$ cat config.mk
export PLATFORM = sky130hd
export DESIGN_NAME = ebs_run_ctrl
export DESIGN_NICKNAME = d
export VERILOG_FILES = /design/src/ebs_pkg.sv /design/src/ebs_fail_safe.sv /design/src/ebs_interval_timer.sv /design/src/ebs_run_ctrl.sv
export SDC_FILE = /design/constraint.sdc
export NUM_CORES = 1
export LEC_CHECK = 0
export ABC_AREA = 1
export BUFFER_PORTS_ARGS = -buffer_cell sky130_fd_sc_hd__buf_2
export CAP_MARGIN = 20
export CORE_ASPECT_RATIO = 1.2
export CORE_UTILIZATION = 40
export CTS_CLUSTER_SIZE = 28
export DETAILED_ROUTE_END_ITERATION = 10
export PLACE_DENSITY = 0.67
export SETUP_SLACK_MARGIN = 0.4
export SLEW_MARGIN = 20
export SYNTH_ARGS = -nofsm -noshare
export SYNTH_HDL_FRONTEND = slang
export SYNTH_SLANG_ARGS = --single-unit
$ cat constraint.sdc
create_clock -name clk_sys -period 3.8 [get_ports clk_sys]
set_clock_uncertainty 0.05 [all_clocks]
set_input_delay 0.57 -clock clk_sys [delete_from_list [all_inputs] [get_ports clk_sys]]
set_output_delay 0.57 -clock clk_sys [all_outputs]
set_load 0.05 [all_outputs]
$ cat src/ebs_pkg.sv
package ebs_pkg;

  // ----------------------------------------------------------------
  // widths and timing
  // ----------------------------------------------------------------
  localparam int ADDR_W = 32;
  localparam int TIMER_W = 32;
  localparam int NUM_EXEC_POINTS = 2;
  localparam int CLK_PERIOD_NS = 8;
  // example overflow limit in its own unit, then in clock cycles
  localparam int OVF_EXAMPLE_MS = 2;
  localparam int NS_PER_MS = 1000000;
  localparam int OVF_EXAMPLE_CYCLES = (OVF_EXAMPLE_MS * NS_PER_MS) / CLK_PERIOD_NS;

  // ----------------------------------------------------------------
  // encodings
  // ----------------------------------------------------------------
  typedef enum logic [2:0]
  {
    ST_HALT = 3'b000,
    ST_LOAD_RUN = 3'b001,
    ST_LOAD_STEP = 3'b010,
    ST_RUN = 3'b011,
    ST_STEP_ISSUE = 3'b100,
    ST_STEP_WAIT = 3'b101
  } ebs_state_type;

  typedef enum logic [2:0]
  {
    CAUSE_NONE = 3'b000,
    CAUSE_HW = 3'b001,
    CAUSE_SW = 3'b010,
    CAUSE_FAILSAFE = 3'b011,
    CAUSE_TIMER = 3'b100,
    CAUSE_FORCED = 3'b101,
    CAUSE_STEP = 3'b110
  } ebs_cause_type;

  typedef enum logic [1:0]
  {
    ACC_FETCH = 2'b00,
    ACC_READ = 2'b01,
    ACC_WRITE = 2'b10
  } ebs_kind_type;

  // access size doubles as the bit index into the width mask
  typedef enum logic [1:0]
  {
    SIZE_8 = 2'b00,
    SIZE_16 = 2'b01,
    SIZE_32 = 2'b10
  } ebs_size_type;

  // timer start/end event selectors
  localparam logic [1:0] EVT_EXEC0 = 2'h0;
  localparam logic [1:0] EVT_EXEC1 = 2'h1;
  localparam logic [1:0] EVT_DATA = 2'h2;
  localparam logic [1:0] EVT_RUN = 2'h3;
  localparam int NUM_EVENTS = 4;

  // ----------------------------------------------------------------
  // carriers
  // ----------------------------------------------------------------
  typedef struct packed
  {
    logic valid;
    ebs_kind_type kind;
    ebs_size_type size;
    logic [ADDR_W-1:0] addr;
  } ebs_access_type;

  typedef struct packed
  {
    logic [ADDR_W-1:0] rom_lo;
    logic [ADDR_W-1:0] rom_hi;
    logic [ADDR_W-1:0] ram_lo;
    logic [ADDR_W-1:0] ram_hi;
    logic [ADDR_W-1:0] io_lo;
    logic [ADDR_W-1:0] io_hi;
  } ebs_map_type;

  typedef struct packed
  {
    logic [2:0] width_mask;
    logic read_only;
    logic write_only;
  } ebs_io_attr_type;

  typedef struct packed
  {
    logic [NUM_EXEC_POINTS-1:0] exec_en;
    logic [NUM_EXEC_POINTS-1:0][ADDR_W-1:0] exec_addr;
    logic data_en;
    logic data_on_read;
    logic data_on_write;
    logic [ADDR_W-1:0] data_addr;
  } ebs_hwbp_type;

  typedef struct packed
  {
    logic issue_grant;
    logic pc_load;
    logic [ADDR_W-1:0] pc_value;
    logic int_enable;
    logic debug_mode;
    logic periph_halt;
  } ebs_cpu_ctrl_type;

endpackage

$ cat src/ebs_fail_safe.sv
`timescale 1ns/1ps

module ebs_fail_safe
  import ebs_pkg::*;
(
  input wire logic clk_sys,
  input wire logic reset,
  input ebs_pkg::ebs_access_type acc,
  input ebs_pkg::ebs_map_type map,
  input ebs_pkg::ebs_io_attr_type io_attr,
  output logic violation
);

  // ----------------------------------------------------------------
  // region decode and illegal access checks
  // ----------------------------------------------------------------
  logic in_rom;
  logic in_ram;
  logic in_io;

  // plain range compares; overlapping regions are the mapper's problem
  always_comb
  begin
    in_rom = (acc.addr >= map.rom_lo) && (acc.addr <= map.rom_hi);
    in_ram = (acc.addr >= map.ram_lo) && (acc.addr <= map.ram_hi);
    in_io = (acc.addr >= map.io_lo) && (acc.addr <= map.io_hi);
    violation = 1'b0;
    if (acc.valid)
    begin
      if (!in_rom && !in_ram && !in_io)
        violation = 1'b1;
      if (in_rom && acc.kind == ACC_WRITE)
        violation = 1'b1;
      if (in_io && acc.kind != ACC_FETCH && !io_attr.width_mask[acc.size])
        violation = 1'b1;
      if (in_io && acc.kind == ACC_WRITE && io_attr.read_only)
        violation = 1'b1;
      if (in_io && acc.kind == ACC_READ && io_attr.write_only)
        violation = 1'b1;
    end
  end
endmodule // ebs_fail_safe

$ cat src/ebs_interval_timer.sv
`timescale 1ns/1ps

module ebs_interval_timer
  import ebs_pkg::*;
#(
  parameter int WIDTH = TIMER_W,
  parameter logic [TIMER_W-1:0] LIMIT_DEFAULT = TIMER_W'(OVF_EXAMPLE_CYCLES)
)
(
  input wire logic clk_sys,
  input wire logic reset,
  input wire logic enable,
  input wire logic start_evt,
  input wire logic end_evt,
  input wire logic [WIDTH-1:0] limit,
  output logic overflow
);

  typedef struct packed
  {
    logic measuring;
    logic [WIDTH-1:0] count;
    logic ovf;
  } ebs_timer_state_type;

  ebs_timer_state_type cur;
  ebs_timer_state_type next_cur;
  logic [WIDTH-1:0] eff_limit;

  // ----------------------------------------------------------------
  // interval measurement
  // ----------------------------------------------------------------
  // a zero limit falls back to the default so a cleared limit never fires at once
  always_comb
  begin
    eff_limit = (limit == '0) ? LIMIT_DEFAULT[WIDTH-1:0] : limit;
    next_cur = cur;
    next_cur.ovf = 1'b0;
    if (!enable)
    begin
      next_cur.measuring = 1'b0;
      next_cur.count = '0;
    end
    else if (!cur.measuring)
    begin
      if (start_evt)
      begin
        next_cur.measuring = 1'b1;
        next_cur.count = '0;
      end
    end
    else if (end_evt)
      next_cur.measuring = 1'b0;
    else if (cur.count + WIDTH'(1) >= eff_limit)
    begin
      next_cur.ovf = 1'b1;
      next_cur.measuring = 1'b0;
    end
    else
      next_cur.count = cur.count + WIDTH'(1);
  end

  always_ff @(posedge clk_sys or posedge reset)
  begin
    if (reset)
      cur <= '0;
    else
      cur <= next_cur;
  end

  assign overflow = cur.ovf;
endmodule // ebs_interval_timer

$ cat src/ebs_run_ctrl.sv
// What this block does
// - go starts execution at host-chosen address
// - step runs one instruction, interrupts masked
// - cpu keeps running monitor during break
// - peripherals run unless periph_stop_enable is set, interrupts pend during break
// - hardware breakpoints watch fetch and data accesses
// - data breaks halt after the accessing instruction
// - debug trap instruction halts the program
// - unmapped fetch, read or write breaks
// - any write into rom breaks
// - wrong width peripheral register access breaks
// - write read-only, read write-only register breaks
// - interval reaching programmed limit breaks
// - host forced break always stops program
// - interval start and end events are selectable
// - two pre-execution address points
`timescale 1ns/1ps

module ebs_run_ctrl
  import ebs_pkg::*;
#(
  parameter int TW = TIMER_W,
  parameter logic [TIMER_W-1:0] OVF_LIMIT_DEFAULT = TIMER_W'(OVF_EXAMPLE_CYCLES)
)
(
  input wire logic clk_sys,
  input wire logic reset,
  input wire logic host_go,
  input wire logic host_step,
  input wire logic host_force_break,
  input wire logic [ebs_pkg::ADDR_W-1:0] host_start_addr,
  input wire logic periph_stop_enable,
  input ebs_pkg::ebs_hwbp_type hw_bp,
  input ebs_pkg::ebs_map_type mem_map,
  input wire logic timer_enable,
  input wire logic [1:0] timer_start_sel,
  input wire logic [1:0] timer_end_sel,
  input wire logic [TW-1:0] timer_limit,
  input wire logic cpu_issue_req,
  input wire logic [ebs_pkg::ADDR_W-1:0] cpu_issue_addr,
  input wire logic cpu_issue_is_trap,
  input wire logic cpu_retire,
  input ebs_pkg::ebs_access_type cpu_mem,
  input ebs_pkg::ebs_io_attr_type cpu_io_attr,
  output ebs_pkg::ebs_cpu_ctrl_type cpu_ctrl,
  output logic break_active,
  output ebs_pkg::ebs_cause_type break_cause,
  output logic break_event
);

  // ----------------------------------------------------------------
  // state
  // ----------------------------------------------------------------
  typedef struct packed
  {
    ebs_state_type state;
    ebs_cause_type cause;
    logic brk_pulse;
    ebs_cpu_ctrl_type ctrl;
  } ebs_ctrl_state_type;

  ebs_ctrl_state_type cur;
  ebs_ctrl_state_type next_cur;

  logic [NUM_EXEC_POINTS-1:0] exec_hit;
  logic data_hit;
  logic issue_pending;
  logic fs_fetch;
  logic fs_mem;
  logic timer_ovf;
  logic [NUM_EVENTS-1:0] events;
  ebs_access_type fetch_acc;
  ebs_cause_type late_cause;
  ebs_cause_type early_cause;

  // ----------------------------------------------------------------
  // event detection
  // ----------------------------------------------------------------
  // a request seen in its own grant cycle is the one just granted, not a new one
  always_comb
  begin
    issue_pending = cpu_issue_req && !cur.ctrl.issue_grant;
    for (int i = 0; i < NUM_EXEC_POINTS; i++)
      exec_hit[i] = issue_pending && hw_bp.exec_en[i] && (cpu_issue_addr == hw_bp.exec_addr[i]);
    data_hit = cpu_mem.valid && hw_bp.data_en && (cpu_mem.addr == hw_bp.data_addr) &&
               ((cpu_mem.kind == ACC_READ && hw_bp.data_on_read) ||
                (cpu_mem.kind == ACC_WRITE && hw_bp.data_on_write));
    fetch_acc.valid = issue_pending;
    fetch_acc.kind = ACC_FETCH;
    fetch_acc.size = SIZE_32;
    fetch_acc.addr = cpu_issue_addr;
    events = '0;
    events[EVT_EXEC0] = exec_hit[0];
    events[EVT_EXEC1] = exec_hit[1];
    events[EVT_DATA] = data_hit;
    events[EVT_RUN] = (cur.state == ST_LOAD_RUN);
  end

  // ----------------------------------------------------------------
  // fail-safe checkers, one on fetch and one on the memory stage
  // ----------------------------------------------------------------
  ebs_fail_safe u_fs_fetch
  (
    .clk_sys(clk_sys),
    .reset(reset),
    .acc(fetch_acc),
    .map(mem_map),
    .io_attr(cpu_io_attr),
    .violation(fs_fetch)
  );

  ebs_fail_safe u_fs_mem
  (
    .clk_sys(clk_sys),
    .reset(reset),
    .acc(cpu_mem),
    .map(mem_map),
    .io_attr(cpu_io_attr),
    .violation(fs_mem)
  );

  // ----------------------------------------------------------------
  // timer overflow source
  // ----------------------------------------------------------------
  ebs_interval_timer #(
    .WIDTH(TW),
    .LIMIT_DEFAULT(OVF_LIMIT_DEFAULT)
  ) u_timer
  (
    .clk_sys(clk_sys),
    .reset(reset),
    .enable(timer_enable),
    .start_evt(events[timer_start_sel]),
    .end_evt(events[timer_end_sel]),
    .limit(timer_limit),
    .overflow(timer_ovf)
  );

  // ----------------------------------------------------------------
  // break prioritisation
  // ----------------------------------------------------------------
  // late causes belong to an instruction already granted, so they halt after it
  always_comb
  begin
    late_cause = CAUSE_NONE;
    if (host_force_break)
      late_cause = CAUSE_FORCED;
    else if (fs_mem)
      late_cause = CAUSE_FAILSAFE;
    else if (data_hit)
      late_cause = CAUSE_HW;
    early_cause = late_cause;
    if (late_cause == CAUSE_NONE)
    begin
      if (issue_pending && fs_fetch)
        early_cause = CAUSE_FAILSAFE;
      else if (issue_pending && cpu_issue_is_trap)
        early_cause = CAUSE_SW;
      else if (exec_hit != '0)
        early_cause = CAUSE_HW;
      else if (timer_ovf)
        early_cause = CAUSE_TIMER;
    end
  end

  // ----------------------------------------------------------------
  // run control
  // ----------------------------------------------------------------
  always_comb
  begin
    next_cur = cur;
    next_cur.ctrl.issue_grant = 1'b0;
    next_cur.ctrl.pc_load = 1'b0;
    next_cur.brk_pulse = 1'b0;
    case (cur.state)
      ST_HALT:
      begin
        // monitor keeps the core alive; interrupts stay pending
        next_cur.ctrl.debug_mode = 1'b1;
        next_cur.ctrl.int_enable = 1'b0;
        next_cur.ctrl.periph_halt = periph_stop_enable;
        if (host_go || host_step)
        begin
          next_cur.ctrl.pc_load = 1'b1;
          next_cur.ctrl.pc_value = host_start_addr;
          next_cur.cause = CAUSE_NONE;
          next_cur.state = host_go ? ST_LOAD_RUN : ST_LOAD_STEP;
        end
      end
      ST_LOAD_RUN:
      begin
        next_cur.ctrl.debug_mode = 1'b0;
        next_cur.ctrl.periph_halt = 1'b0;
        next_cur.ctrl.int_enable = 1'b1;
        next_cur.state = ST_RUN;
      end
      ST_LOAD_STEP:
      begin
        next_cur.ctrl.debug_mode = 1'b0;
        next_cur.ctrl.periph_halt = 1'b0;
        next_cur.ctrl.int_enable = 1'b0;
        next_cur.state = ST_STEP_ISSUE;
      end
      ST_RUN:
      begin
        if (early_cause != CAUSE_NONE)
        begin
          next_cur.state = ST_HALT;
          next_cur.cause = early_cause;
        end
        else if (issue_pending)
          next_cur.ctrl.issue_grant = 1'b1;
      end
      ST_STEP_ISSUE:
      begin
        if (early_cause != CAUSE_NONE)
        begin
          next_cur.state = ST_HALT;
          next_cur.cause = early_cause;
        end
        else if (issue_pending)
        begin
          next_cur.ctrl.issue_grant = 1'b1;
          next_cur.state = ST_STEP_WAIT;
        end
      end
      ST_STEP_WAIT:
      begin
        // no further grant here: exactly one instruction per step
        if (late_cause != CAUSE_NONE)
        begin
          next_cur.state = ST_HALT;
          next_cur.cause = late_cause;
        end
        else if (cpu_retire)
        begin
          next_cur.state = ST_HALT;
          next_cur.cause = CAUSE_STEP;
        end
      end
      default:
      begin
        next_cur.state = ST_HALT;
      end
    endcase
    // a forced request wins in every non-halt state, the load cycles too
    if (host_force_break && cur.state != ST_HALT)
    begin
      next_cur.state = ST_HALT;
      next_cur.cause = CAUSE_FORCED;
    end
    // entering a break: same cycle the monitor takes over
    if (next_cur.state == ST_HALT && cur.state != ST_HALT)
    begin
      next_cur.brk_pulse = 1'b1;
      next_cur.ctrl.debug_mode = 1'b1;
      next_cur.ctrl.int_enable = 1'b0;
      next_cur.ctrl.periph_halt = periph_stop_enable;
    end
  end

  // reset leaves the target halted in the monitor
  always_ff @(posedge clk_sys or posedge reset)
  begin
    if (reset)
    begin
      cur <= '0;
      cur.ctrl.debug_mode <= 1'b1;
    end
    else
      cur <= next_cur;
  end

  // ----------------------------------------------------------------
  // outputs
  // ----------------------------------------------------------------
  assign cpu_ctrl = cur.ctrl;
  assign break_active = cur.ctrl.debug_mode;
  assign break_cause = cur.cause;
  assign break_event = cur.brk_pulse;

  logic [1:0] step_grants;

  // helper: grants issued since the step was launched
  always_ff @(posedge clk_sys or posedge reset)
  begin
    if (reset)
      step_grants <= 2'h0;
    else if (cur.state == ST_LOAD_STEP)
      step_grants <= 2'h0;
    else if (cur.ctrl.issue_grant && cur.state == ST_STEP_WAIT && step_grants != 2'h3)
      step_grants <= step_grants + 2'h1;
  end
endmodule // ebs_run_ctrl

==> run_results.csv <==
group,metric,value,unit
run_status,status,"finished with violations",
run_status,failed_checks,"negative setup slack",
clock_tree,clock_path_buffers,2,
synth,ys_types,52,
critical_path,worstSetupPathType,"reg2reg",
die,rows,79,
timing,drv_slew,0,
pwr,powerDensity,274,nW/um2
critical_path,worstSetupEndpointType,"register",
timing,fmax,0.233,GHz
drt,via_count,18100,
clock_tree,clk_transition_reported_paths,70,ps
timing,rsz0062_at_grt,"true",
global_routing,track_usage,31.5,%
drt,totalWireLength,66.1,mm
clock_tree,cts_tree,"yes",
global_routing,grt_antenna_before_repair,16,
synth,syn_inst,2373,
die,core_area,39000,um2
timing,fin_ws,-483,ps
die,die_w,184,um
drt,drc,0,
pwr,vdd_drop_max,0.352,mV
synth,avgSynthCellArea,6.71,um2
synth,synth_largest_area_cell,"ha_1",
synth,synth_top_flop_cell,"dfrtp_1",
pwr,power_frac_comb,61.4,%
drt,drt_iter0_drc,1129,
global_routing,grt-ovfl-total,0,
drt,final_antenna_net_count,0,
synth,synth_warnings,0,
die,die_h,221,um
synth,async_flop_share,100,%
timing,slew_headroom,49.8,%
cells_and_area,fill_cells,3944,
timing,setup_viol,34,
cells_and_area,final_util,51.9,%
clock_tree,cts_sinks,78,
pwr,pwr-share-seq,21.5,%
placed_design,place.port_buffers,486,
cells_and_area,layout_commonest_cell,"nand2_1",
cells_and_area,final_cell_mix,"556 x nand2_1, 478 x buf_2, 435 x inv_1",
critical_path,slowest_delay,360,ps
cells_and_area,drive_above_1_share,24.1,%
drt,wl_per_cell,19.1,um
pwr,switching_share,50.5,%
synth,synth-edff-count,0,
global_routing,grt_pass1_vias,17500,
clock_tree,cts_root_buf,"clkbuf_16",
placed_design,dp.final_hpwl,55.8,mm
timing,hold_slack,253,ps
global_routing,grt_start_max_net_pins,34,
critical_path,crit_required,4020,ps
clock_tree,h-tree-depth,3,
critical_path,cp_max_fo,5,
timing,finalHoldViolations,0,
synth,ys_seq_area_share,12.3,%
cells_and_area,area_delta_synth_final,27.3,%
timing,fin_crit,4280,ps
drt,viasPerCell,5.23,
drt,drt_pass1_iterations,8,
pwr,p_leak,12.1,nW
die,die_area,40600,um2
global_routing,grt_pass1_wl,96.3,mm
clock_tree,clk_latency,350,ps
die,ios,487,
flow_run,drv_cap,0,
synth,synth_seq_cells,78,
synth,syn-num-nets,3235,
pwr,power,5.55,mW
synth,synth_area,15900,um2
critical_path,crit_top_cell,"inv_2",
min_path,min_path_type,"in2async",
synth,yosys-top-cells-area,"ha_1 33%, nand2_1 13%, dfrtp_1 12%",
die,initial_core_util,40.8,%
pwr,power_frac_clock,17.2,%
timing,finalCritPeriodShare,113,%
synth,yosysTopAreaCellShare,32.7,%
pwr,internal-power,2.75,mW
placed_design,place_congestion,0.993,
timing,worstMarginPinSlew,753,ps
cells_and_area,fin_nets,3782,
critical_path,arrival,4510,ps
pwr,switchingPower,2.80,mW
critical_path,cp_slowest_cell,"dfrtp_1",
clock_tree,numCtsBuffers,9,
critical_path,startpoint_type,"register",
-- timing repair --
item / 4_1_cts / 5_1_grt
hold buffers: 0 / 0
setup endpoints to repair: 34 / 44
cloned: 1 / 2
pin swaps: 3 / 12
setup buffers: 10 / 10
gates resized for setup: 33 / 65
-- kinds of logic after synthesis --
kind of cell	after synthesis	synth area share (%)
AO/OA/AOI/OAI	364	12.6
XOR/XNOR	81	4.45
adder cells (fa/ha/maj)	417	32.7
buffers and inverters	498	12.8
flip-flops	78	12.3
AND/OR/NAND/NOR	935	25.1
-- layout make-up --
class	count	area (um2)	area share, %
timing repair buffer	588	3300	16.3
tap	526	658	3.25
inverter	446	1680	8.27
sequential	78	1950	9.63
clock buffer	11	243	1.20
antenna	9	22.5	0.111
clock inverter	5	83.8	0.413
multi-input combinational	1797	12300	60.9
-- final timing paths --
path	start	endpoint	slack (ps)	cells after the start
setup / recovery	u_timer.cur[1]$_DFFE_PP0P_	u_timer.cur[1]$_DFFE_PP0P_	-480	33
hold / removal	reset	u_timer.cur[26]$_DFFE_PP0P_	250	2
setup reg to reg	u_timer.cur[1]$_DFFE_PP0P_	u_timer.cur[1]$_DFFE_PP0P_	-480	33
hold reg to reg	cpu_ctrl[18]$_DFFE_PP0P_	cpu_ctrl[18]$_DFFE_PP0P_	420	2
max in group asynchronous	reset	cpu_ctrl[18]$_DFFE_PP0P_	2590	3
min in group clk_sys	host_start_addr[7]	cpu_ctrl[10]$_DFFE_PP0P_	370	3
-- layer usage --
layer / up-vias / GRT usage (%) / wire (um)
met1: 8332 / 37.9 / 27200
met4: 14 / 14.4 / 3010
li1: 8896 / - / -
met5: - / 0 / 95
met2: 681 / 55.0 / 31500
met3: 156 / 4.77 / 4260
-- worst max-delay path, delay by kind of cell, from the launching register on --
kind	cells	cell delay (ps)
AOI/OAI and AO/OA	4	360
xor gates and xnor gates	1	260
adders and majority gates	1	280
buffers and inverters	11	940
DFF	1	360
and+or+nand+nor	16	1940
-- Yosys cell counts, types with 3 or more instances --
library cell / count
o211ai_1: 9
nor3_4: 3
clkbuf_1: 7
nor2_1: 159
nor4_2: 4
xnor2_1: 23
o21a_1: 19
o22ai_1: 26
inv_1: 441
nor2_2: 3
inv_2: 5
nand3_1: 59
o21ai_0: 74
dfrtp_1: 77
buf_4: 40
o21ai_1: 3
o2111ai_1: 3
a21o_1: 6
or2_2: 21
nand2_1: 566
a21oi_1: 205
nand4_1: 52
a31oi_1: 3
nor3_1: 34
xor2_1: 58
nor4_1: 22
ha_1: 417
-- registers in the layout, indices dropped and copies added, names as in the netlist --
| name | count |
|---|---|
| cpu_ctrl | 36 |
| break_cause | 3 |
| u_timer.cur | 33 |
| break_active | 1 |
| break_event | 1 |
| cur | 3 |
| u_timer.overflow | 1 |
-- metrics by stage --
| stage | setup slack, ps | TNS, ps | instances | instance area [um2] |
|---|---|---|---|---|
| final | -483 | -15160 | 3460 | 20300 |
| after global routing | -727 | -23340 | 3457 | 20300 |
| after CTS | -365 | -11230 | 3439 | 19800 |
| after detailed placement | -514 | -15540 | 3412 | 19300 |
| after global placement | -340 | -10610 | 3412 | 19300 |
| after floorplan | -50.8 | -876 | 2373 | 16000 |
-- power by group through the flow --
| stage | clock, mW | sequential (mW) | combinational (mW) |
|---|---|---|---|
| 3_3_place_gp | 0 | 1.20 | 3.22 |
| 2_1_floorplan | 0 | 1.20 | 2.44 |
| 5_1_grt | 0.994 | 1.22 | 3.75 |
| 4_1_cts | 0.960 | 1.19 | 3.34 |
| 3_5_place_dp | 0 | 1.20 | 3.29 |
| 6_report | 0.952 | 1.19 | 3.40 |
Note: power is estimated with default switching activity, not from simulation.
